<file path="src/logic/ccdc_pkg.sv">
// ccdc_pkg: field layout, widths and reset values of the clock conditioning configuration word
// assumes: shared by the shift register top and its field decoder
package ccdc_pkg;
  localparam int unsigned CFG_W = 81;
  localparam int unsigned SYNC_STAGES = 3;
  localparam logic [6:0] SHIFT_CNT_W1 = 7'h51; // 81 bits shifted
  localparam logic [6:0] SHIFT_CNT_RST = 7'h00;
  // field positions
  localparam int unsigned POS_RESET_EN = 80;
  localparam int unsigned POS_DYN_C = 79;
  localparam int unsigned POS_DYN_B = 78;
  localparam int unsigned POS_DYN_A = 77;
  localparam int unsigned POS_OSC_LO = 74;
  localparam int unsigned POS_STAT_C = 73;
  localparam int unsigned POS_STAT_B = 72;
  localparam int unsigned POS_STAT_A = 71;
  localparam int unsigned POS_OUTC_DLY_LO = 66;
  localparam int unsigned POS_OUTB_DLY_LO = 61;
  localparam int unsigned POS_GLC_DLY_LO = 56;
  localparam int unsigned POS_GLB_DLY_LO = 51;
  localparam int unsigned POS_GLA_DLY_LO = 46;
  localparam int unsigned POS_XDLY = 45;
  localparam int unsigned POS_FB_DLY_LO = 40;
  localparam int unsigned POS_FB_SRC_LO = 38;
  localparam int unsigned POS_OUTC_MUX_LO = 35;
  localparam int unsigned POS_OUTB_MUX_LO = 32;
  localparam int unsigned POS_OUTA_MUX_LO = 29;
  localparam int unsigned POS_OUTC_DIV_LO = 24;
  localparam int unsigned POS_OUTB_DIV_LO = 19;
  localparam int unsigned POS_OUTA_DIV_LO = 14;
  localparam int unsigned POS_FB_DIV_LO = 7;
  localparam int unsigned POS_IN_DIV_LO = 0;
  // value after reset of the active word
  localparam logic [80:0] CFG_RST = 81'h0;

  typedef struct packed {
    logic reset_enable;
    logic dynamic_select_out_c;
    logic dynamic_select_out_b;
    logic dynamic_select_out_a;
    logic [2:0] oscillator_range_select;
    logic static_select_out_c;
    logic static_select_out_b;
    logic static_select_out_a;
    logic [4:0] out_c_delay;
    logic [4:0] out_b_delay;
    logic [4:0] global_c_delay;
    logic [4:0] global_b_delay;
    logic [4:0] global_a_delay;
    logic extra_delay_select;
    logic [4:0] feedback_delay;
    logic [1:0] feedback_source_select;
    logic [2:0] out_c_mux;
    logic [2:0] out_b_mux;
    logic [2:0] out_a_mux;
    logic [4:0] out_c_divider;
    logic [4:0] out_b_divider;
    logic [4:0] out_a_divider;
    logic [6:0] feedback_divider;
    logic [6:0] input_divider;
  } ccdc_cfg_t;

  // serial port from the fabric module
  typedef struct packed {
    logic shift;
    logic data;
    logic load;
  } ccdc_ser_t;
endpackage

</file>
<file path="src/logic/ccdc_field_decode.sv">
// ccdc_field_decode: splits the 81-bit word into named clock conditioning fields
// assumes: purely combinational, word comes from active_r or the static_word_i input
`timescale 1ns/1ns
`default_nettype none
module ccdc_field_decode
(
  // raw word
  input wire logic [80:0] word_i,
  // decoded fields
  output wire ccdc_pkg::ccdc_cfg_t cfg_o
);
  // field extraction at fixed positions
  assign cfg_o.reset_enable = word_i[ccdc_pkg::POS_RESET_EN];
  assign cfg_o.dynamic_select_out_c = word_i[ccdc_pkg::POS_DYN_C];
  assign cfg_o.dynamic_select_out_b = word_i[ccdc_pkg::POS_DYN_B];
  assign cfg_o.dynamic_select_out_a = word_i[ccdc_pkg::POS_DYN_A];
  assign cfg_o.oscillator_range_select = word_i[ccdc_pkg::POS_OSC_LO +: 3];
  assign cfg_o.static_select_out_c = word_i[ccdc_pkg::POS_STAT_C];
  assign cfg_o.static_select_out_b = word_i[ccdc_pkg::POS_STAT_B];
  assign cfg_o.static_select_out_a = word_i[ccdc_pkg::POS_STAT_A];
  assign cfg_o.out_c_delay = word_i[ccdc_pkg::POS_OUTC_DLY_LO +: 5];
  assign cfg_o.out_b_delay = word_i[ccdc_pkg::POS_OUTB_DLY_LO +: 5];
  assign cfg_o.global_c_delay = word_i[ccdc_pkg::POS_GLC_DLY_LO +: 5];
  assign cfg_o.global_b_delay = word_i[ccdc_pkg::POS_GLB_DLY_LO +: 5];
  assign cfg_o.global_a_delay = word_i[ccdc_pkg::POS_GLA_DLY_LO +: 5];
  assign cfg_o.extra_delay_select = word_i[ccdc_pkg::POS_XDLY];
  assign cfg_o.feedback_delay = word_i[ccdc_pkg::POS_FB_DLY_LO +: 5];
  assign cfg_o.feedback_source_select = word_i[ccdc_pkg::POS_FB_SRC_LO +: 2];
  assign cfg_o.out_c_mux = word_i[ccdc_pkg::POS_OUTC_MUX_LO +: 3];
  assign cfg_o.out_b_mux = word_i[ccdc_pkg::POS_OUTB_MUX_LO +: 3];
  assign cfg_o.out_a_mux = word_i[ccdc_pkg::POS_OUTA_MUX_LO +: 3];
  assign cfg_o.out_c_divider = word_i[ccdc_pkg::POS_OUTC_DIV_LO +: 5];
  assign cfg_o.out_b_divider = word_i[ccdc_pkg::POS_OUTB_DIV_LO +: 5];
  assign cfg_o.out_a_divider = word_i[ccdc_pkg::POS_OUTA_DIV_LO +: 5];
  assign cfg_o.feedback_divider = word_i[ccdc_pkg::POS_FB_DIV_LO +: 7];
  assign cfg_o.input_divider = word_i[ccdc_pkg::POS_IN_DIV_LO +: 7];
endmodule // ccdc_field_decode
`default_nettype wire

</file>
<file path="src/logic/ccdc_top.sv">
// ccdc_top: dynamic configuration shift register of the clock conditioning block
// assumes: fabric module drives shift/data/load on clk_sys_i; static word is a strap level
`timescale 1ns/1ns
`default_nettype none
module ccdc_top
(
  // clock and reset
  input wire logic clk_sys_i,
  input wire logic rstn_i,
  // serial port from fabric module, same clock
  input wire ccdc_pkg::ccdc_ser_t ser_i,
  // source select and static switch word
  input wire logic dyn_mode_i,
  input wire logic [80:0] static_word_i,
  // scan return toward the fabric
  output logic ser_out_o,
  output logic [80:0] shadow_o,
  output logic load_done_o,
  output logic shift_full_o,
  // active configuration
  output var ccdc_pkg::ccdc_cfg_t cfg_o
);
  ////////////////////////////////////////////////////////////////////////
  // declarations
  logic [80:0] shift_r;
  logic [80:0] shift_nxt;
  logic [6:0] cnt_r;
  logic [6:0] cnt_nxt;
  logic [80:0] active_r;
  logic [80:0] active_nxt;
  logic [2:0] mode_sync_r;
  logic mode_r;
  logic ser_out_r;
  logic load_done_r;
  logic full_r;
  logic full_nxt;
  logic full_w;
  logic load_ok_w;
  logic [80:0] sel_word_w;
  ccdc_pkg::ccdc_cfg_t cfg_w;
  ccdc_pkg::ccdc_cfg_t cfg_r;

  ////////////////////////////////////////////////////////////////////////
  // shift path decode
  assign full_w = (cnt_r == ccdc_pkg::SHIFT_CNT_W1);
  assign load_ok_w = ser_i.load && full_w && !ser_i.shift;
  assign full_nxt = (cnt_nxt == ccdc_pkg::SHIFT_CNT_W1);
  assign shift_nxt = ser_i.shift ? {ser_i.data, shift_r[80:1]} : shift_r;
  assign cnt_nxt = ser_i.shift ? (full_w ? cnt_r : cnt_r + 7'h01) :
                   (load_ok_w ? ccdc_pkg::SHIFT_CNT_RST : cnt_r);
  assign active_nxt = load_ok_w ? shift_r : active_r;
  // source select between dynamic and static word
  assign sel_word_w = mode_r ? active_r : static_word_i;

  // shift register, bit count, active word
  always_ff @(posedge clk_sys_i or negedge rstn_i)
  begin
    if (!rstn_i)
    begin
      shift_r <= ccdc_pkg::CFG_RST;
      cnt_r <= ccdc_pkg::SHIFT_CNT_RST;
      active_r <= ccdc_pkg::CFG_RST;
    end
    else
    begin
      shift_r <= shift_nxt;
      cnt_r <= cnt_nxt;
      active_r <= active_nxt;
    end
  end

  // mode pin synchroniser, three stages
  always_ff @(posedge clk_sys_i or negedge rstn_i)
  begin
    if (!rstn_i)
    begin
      mode_sync_r <= 3'h0;
      mode_r <= 1'b0;
    end
    else
    begin
      mode_sync_r <= {mode_sync_r[1:0], dyn_mode_i};
      if (mode_sync_r[1] == mode_sync_r[2])
      begin
        mode_r <= mode_sync_r[2];
      end
    end
  end

  // field decoding of selected word
  ccdc_field_decode u_dec
  (
    .word_i(sel_word_w),
    .cfg_o(cfg_w)
  );

  // registered outputs back to the fabric
  always_ff @(posedge clk_sys_i or negedge rstn_i)
  begin
    if (!rstn_i)
    begin
      ser_out_r <= 1'b0;
      load_done_r <= 1'b0;
      full_r <= 1'b0;
      cfg_r <= '0;
    end
    else
    begin
      ser_out_r <= shift_nxt[0];
      load_done_r <= load_ok_w;
      full_r <= full_nxt;
      cfg_r <= cfg_w;
    end
  end

  assign ser_out_o = ser_out_r;
  assign shadow_o = shift_r;
  assign load_done_o = load_done_r;
  assign shift_full_o = full_r;
  assign cfg_o = cfg_r;

  ////////////////////////////////////////////////////////////////////////
  // checks
  property p_load_needs_full;
    @(posedge clk_sys_i) disable iff (!rstn_i)
      ser_i.load && !full_w && !ser_i.shift |=> active_r == $past(active_r);
  endproperty
  a_load_needs_full: assert property (p_load_needs_full) else $error("partial word loaded");

  property p_load_takes;
    @(posedge clk_sys_i) disable iff (!rstn_i)
      load_ok_w |=> active_r == $past(shift_r) && cnt_r == 7'h00 && load_done_o;
  endproperty
  a_load_takes: assert property (p_load_takes) else $error("load not applied");

  property p_shift_moves;
    @(posedge clk_sys_i) disable iff (!rstn_i)
      ser_i.shift |=> shift_r[80] == $past(ser_i.data) && shift_r[79:0] == $past(shift_r[80:1]);
  endproperty
  a_shift_moves: assert property (p_shift_moves) else $error("shift wrong");

  property p_shift_keeps_active;
    @(posedge clk_sys_i) disable iff (!rstn_i)
      ser_i.shift |=> $stable(active_r);
  endproperty
  a_shift_keeps_active: assert property (p_shift_keeps_active) else $error("active changed by shift");

  property p_dyn_fields;
    @(posedge clk_sys_i) disable iff (!rstn_i)
      mode_r && $stable(active_r) |=> cfg_o.reset_enable == $past(active_r[80]) &&
        cfg_o.oscillator_range_select == $past(active_r[76:74]);
  endproperty
  a_dyn_fields: assert property (p_dyn_fields) else $error("upper fields wrong");

  property p_delay_fields;
    @(posedge clk_sys_i) disable iff (!rstn_i)
      mode_r && $stable(active_r) |=> cfg_o.out_c_delay == $past(active_r[70:66]) &&
        cfg_o.feedback_delay == $past(active_r[44:40]);
  endproperty
  a_delay_fields: assert property (p_delay_fields) else $error("delay fields wrong");

  property p_div_fields;
    @(posedge clk_sys_i) disable iff (!rstn_i)
      mode_r && $stable(active_r) |=> cfg_o.feedback_divider == $past(active_r[13:7]) &&
        cfg_o.input_divider == $past(active_r[6:0]);
  endproperty
  a_div_fields: assert property (p_div_fields) else $error("divider fields wrong");

  property p_static_src;
    @(posedge clk_sys_i) disable iff (!rstn_i)
      !mode_r |=> cfg_o.feedback_source_select == $past(static_word_i[39:38]);
  endproperty
  a_static_src: assert property (p_static_src) else $error("static word not used");

  property p_all_bits;
    @(posedge clk_sys_i) disable iff (!rstn_i)
      1'b1 |=> cfg_o == $past(sel_word_w);
  endproperty
  a_all_bits: assert property (p_all_bits) else $error("word not fully mapped");

  property p_count_steps;
    @(posedge clk_sys_i) disable iff (!rstn_i)
      ser_i.shift && !full_w |=> cnt_r == $past(cnt_r) + 7'h01;
  endproperty
  a_count_steps: assert property (p_count_steps) else $error("bit count not advanced");

  property p_count_saturates;
    @(posedge clk_sys_i) disable iff (!rstn_i)
      ser_i.shift && full_w |=> full_w;
  endproperty
  a_count_saturates: assert property (p_count_saturates) else $error("bit count left full");

  property p_idle_keeps_shift;
    @(posedge clk_sys_i) disable iff (!rstn_i)
      !ser_i.shift |=> $stable(shift_r);
  endproperty
  a_idle_keeps_shift: assert property (p_idle_keeps_shift) else $error("shift register moved while idle");

  property p_scan_out;
    @(posedge clk_sys_i) disable iff (!rstn_i)
      1'b1 |-> ser_out_o == shift_r[0];
  endproperty
  a_scan_out: assert property (p_scan_out) else $error("scan out not bit 0");

  property p_no_load_pulse;
    @(posedge clk_sys_i) disable iff (!rstn_i)
      !load_ok_w |=> !load_done_o;
  endproperty
  a_no_load_pulse: assert property (p_no_load_pulse) else $error("load pulse without load");

  property p_static_all;
    @(posedge clk_sys_i) disable iff (!rstn_i)
      !mode_r |=> cfg_o == $past(static_word_i);
  endproperty
  a_static_all: assert property (p_static_all) else $error("static word not applied");

  property p_full_flag;
    @(posedge clk_sys_i) disable iff (!rstn_i)
      1'b1 |-> shift_full_o == full_w;
  endproperty
  a_full_flag: assert property (p_full_flag) else $error("full flag out of step");
endmodule // ccdc_top
`default_nettype wire

</file>
<file path="config.mk">
export PLATFORM = sky130hd
export DESIGN_NAME = ccdc_top
export DESIGN_NICKNAME = d
export VERILOG_FILES = /design/src/logic/ccdc_pkg.sv /design/src/logic/ccdc_field_decode.sv /design/src/logic/ccdc_top.sv
export SDC_FILE = /design/constraint.sdc
export NUM_CORES = 1
export LEC_CHECK = 0
export BUFFER_PORTS_ARGS = -buffer_cell sky130_fd_sc_hd__buf_2
export CORE_MARGIN = 3
export CORE_UTILIZATION = 55
export DETAILED_ROUTE_END_ITERATION = 10
export PLACE_DENSITY = 0.86
export REMOVE_ABC_BUFFERS = 1
export SKIP_CTS_REPAIR_TIMING = 1
export SYNTH_ARGS = -nofsm -noshare
export SYNTH_HDL_FRONTEND = slang
export SYNTH_SLANG_ARGS = --single-unit
</file>
<file path="constraint.sdc">
create_clock -name clk_sys_i -period 5.8 [get_ports clk_sys_i]
set_input_delay 0.58 -clock clk_sys_i [delete_from_list [all_inputs] [get_ports clk_sys_i]]
set_output_delay 0.58 -clock clk_sys_i [all_outputs]
set_load 0.01 [all_outputs]
</file>
==> results.tsv <==
metric	value	unit
setup tns final	0	ns
Synth cell types	37	
clk_lat worst skew	0.51	ns
max-slew violation count	0	
CTS HTree Levels	1	
Routed Antenna Nets	0	
Mapped Cells	579	
Yosys top cell area share	63.7	%
Synth Register Bits	256	
Setup CP Type	reg -> reg	
GPL Wtd Cong	0.781	
number of remaining DRC errors	0	
Clock power frac	39.0	%
Worst-Margin Slew	1.12	ns
# nets final	918	
Gate power share	12.0	%
Die H	141	um
Leak Pwr	6.73	nW
router iterations before antenna repair	4	
post-route cell area	0.0122	mm2
layout cell share with drive strength beyond 1	64.5	%
largest net degree at the start of global routing	131	
Sw Pwr	1.06	mW
Slew HR	25.4	%
first-pass GRT wire length	32.4	mm
crit path launch type	flop	
Starting Density	57.1	%
First DRT Iteration DRCs	237	
final WL	20.0	mm
Placed Cells	1026	
Post-synth EDFFs	0	
die width	141	um
most frequent cell after synthesis	dfrtp_1	
final setup fails	0	
Tot Pwr	4.28	mW
vias per cell	5.24	
Seq/Total Area, Yosys	63.7	%
crit path DAT	3.25	ns
clock slew at reported path FFs	0.06	ns
crit end category	flop	
Antenna diodes	0	
top cells by count, synth	dfrtp_1, mux2_2, mux2_4, clkbuf_1, buf_12	
die area	0.0199	mm2
outcome	finished, final reports clean	
Overflow after GRT	0	
syn avg cell area	17.4	um2
GRT Overall Usage	20.0	%
Seq pwr share	49.0	%
power density cells	350	mW/mm2
top cells by area, synth	dfrtp_1, mux2_2, mux2_4	
final core utilization	69.5	%
antenna violations before repair	1	
asr flop ratio synth	100	%
CTS Buf Count	26	
Rows	48	
RSZ-0062 raised after global routing	false	
Fmax achieved	0.349	GHz
YS warnings	0	
Syn-to-layout area delta	21.7	%
Worst Path Required	6.19	ns
final hold violations	0	
CTS root buf	clkbuf_16	
CTS tree	done	
Top-Level Pins	252	
clock tree buffer depth	3	
WL/cell	18.6	um
post-layout minimum cycle time	2.86	ns
switching share of power	24.8	%
Area after DPL	0.0114	mm2
Critical Path Fanout Max	44	
VDD IR-drop max	0.000264	V
Core ar.	0.0176	mm2
area leader, netlist	dfrtp_1	
CTS sink cnt	256	
Syn Std Cell Area	0.0101	mm2
Hold/Removal Path Class	in -> async	
number of global-route vias before repair	6003	
vias post-DR	5623	
P_int	3.22	mW
clock skew after layout	0.00804	ns
post-DP HPWL	13.0	mm
Most used DFF post-synth	dfrtp_1	
period utilisation layout	49.3	%
Max Cap Violations	0	
Non-Filler Instances	1073	
Port Buffer Count	251	
[flip-flops by register name (all words and copies together), names as in the netlist, 3 cells and up]
signal	flops
active_r	81
cfg_o	81
cnt_r	7
mode_sync_r	3
shadow_o	80
[placed cells by master, fill, tap and decap left out, drive strengths merged]
master,netlist,routed
o32ai,1,1
nand4,1,1
a31o,1,1
dfrtp,256,256
or4,1,1
a211oi,1,1
nand4b,1,1
or3b,1,1
a21o,1,1
bufinv,0,2
mux2,243,243
o2bb2ai,1,1
inv,3,3
and4b,1,1
nor3,3,3
clkinv,0,6
and4,1,1
o221a,1,1
nor2,3,3
a31oi,2,2
maj3,1,1
a21oi,3,3
xor2,1,1
nand2,3,3
and3b,1,1
and3,4,4
nand2b,1,1
ha,2,2
nor4bb,1,1
nand3,3,3
a311oi,1,1
buf,14,254
clkbuf,18,39
nand3b,1,1
xnor2,3,3
[routing by layer]
layer | up-vias | track usage, % | wire [um]
met3 | 32 | 6.07 | 1510
met2 | 177 | 32.7 | 9820
li1 | 2552 | - | -
met4 | 2 | 4.74 | 398
met5 | - | 0 | 11
met1 | 2860 | 26.5 | 8250
[worst max-delay path, cell delays in order (launching register included)]
cell and delay (ns):
dfrtp_1 0.45, inv_1 0.07, ha_1 0.20, nand4b_1 0.13, or4_4 0.73, buf_4 0.70
mux2_2 0.41
[path summary, 6_finish.rpt]
kind | startpoint | end | slack (ns) | depth (start not counted)
min | rstn_i | cfg_o[36]$_DFF_PN0_ | 0.12 | 1
min in group clk_sys_i | dyn_mode_i | mode_sync_r[0]$_DFF_PN0_ | 0.18 | 1
max in group asynchronous | rstn_i | mode_r$_DFFE_PN0N_ | 4.46 | 2
min reg2reg | mode_sync_r[0]$_DFF_PN0_ | mode_sync_r[1]$_DFF_PN0_ | 0.36 | 0
max reg2reg | cnt_r[1]$_DFF_PN0_ | active_r[80]$_DFFE_PN0P_ | 2.94 | 6
max | cnt_r[1]$_DFF_PN0_ | active_r[80]$_DFFE_PN0P_ | 2.94 | 6
[cell type report]
class                      instances  area, um2
clock buffer                      39        781
clock inverter                     8       90.1
fill                            1191       5360
inverter                           3       11.3
multi-input combinational        288       3360
sequential                       256       6410
tap                              225        282
timing repair buffer             254       1300
[cells by family after synthesis]
| family | count (synthesis) | synth area share (%) |
|---|---|---|
| AO/OA/AOI/OAI | 12 | 0.896 |
| multiplexers | 243 | 30.2 |
| flip-flops | 256 | 63.7 |
| AND/OR/NAND/NOR | 26 | 1.67 |
| buffers and inverters | 35 | 2.85 |
| XOR/XNOR | 4 | 0.349 |
| adder cells (fa/ha/maj) | 3 | 0.348 |
[through the flow]
| step | setup slack, ns | hold slack (ns) |
|---|---|---|
| after detailed placement | 2.60 | 0.352 |
| after CTS | 2.93 | 0.159 |
| after floorplan | 3.30 | 0.284 |
| after global routing | 2.80 | 0.158 |
| after global placement | 2.64 | 0.336 |
| final | 2.94 | 0.123 |
[power by group through the flow]
stage / clock [mW] / sequential [mW] / combinational [mW]
after floorplan: 0 / 2.15 / 0.209
after global placement: 0 / 2.12 / 0.510
after detailed placement: 0 / 2.13 / 0.523
after CTS: 1.70 / 2.10 / 0.525
after global routing: 1.79 / 2.12 / 0.562
final: 1.67 / 2.10 / 0.515
Note: power is estimated with default switching activity, not from simulation.
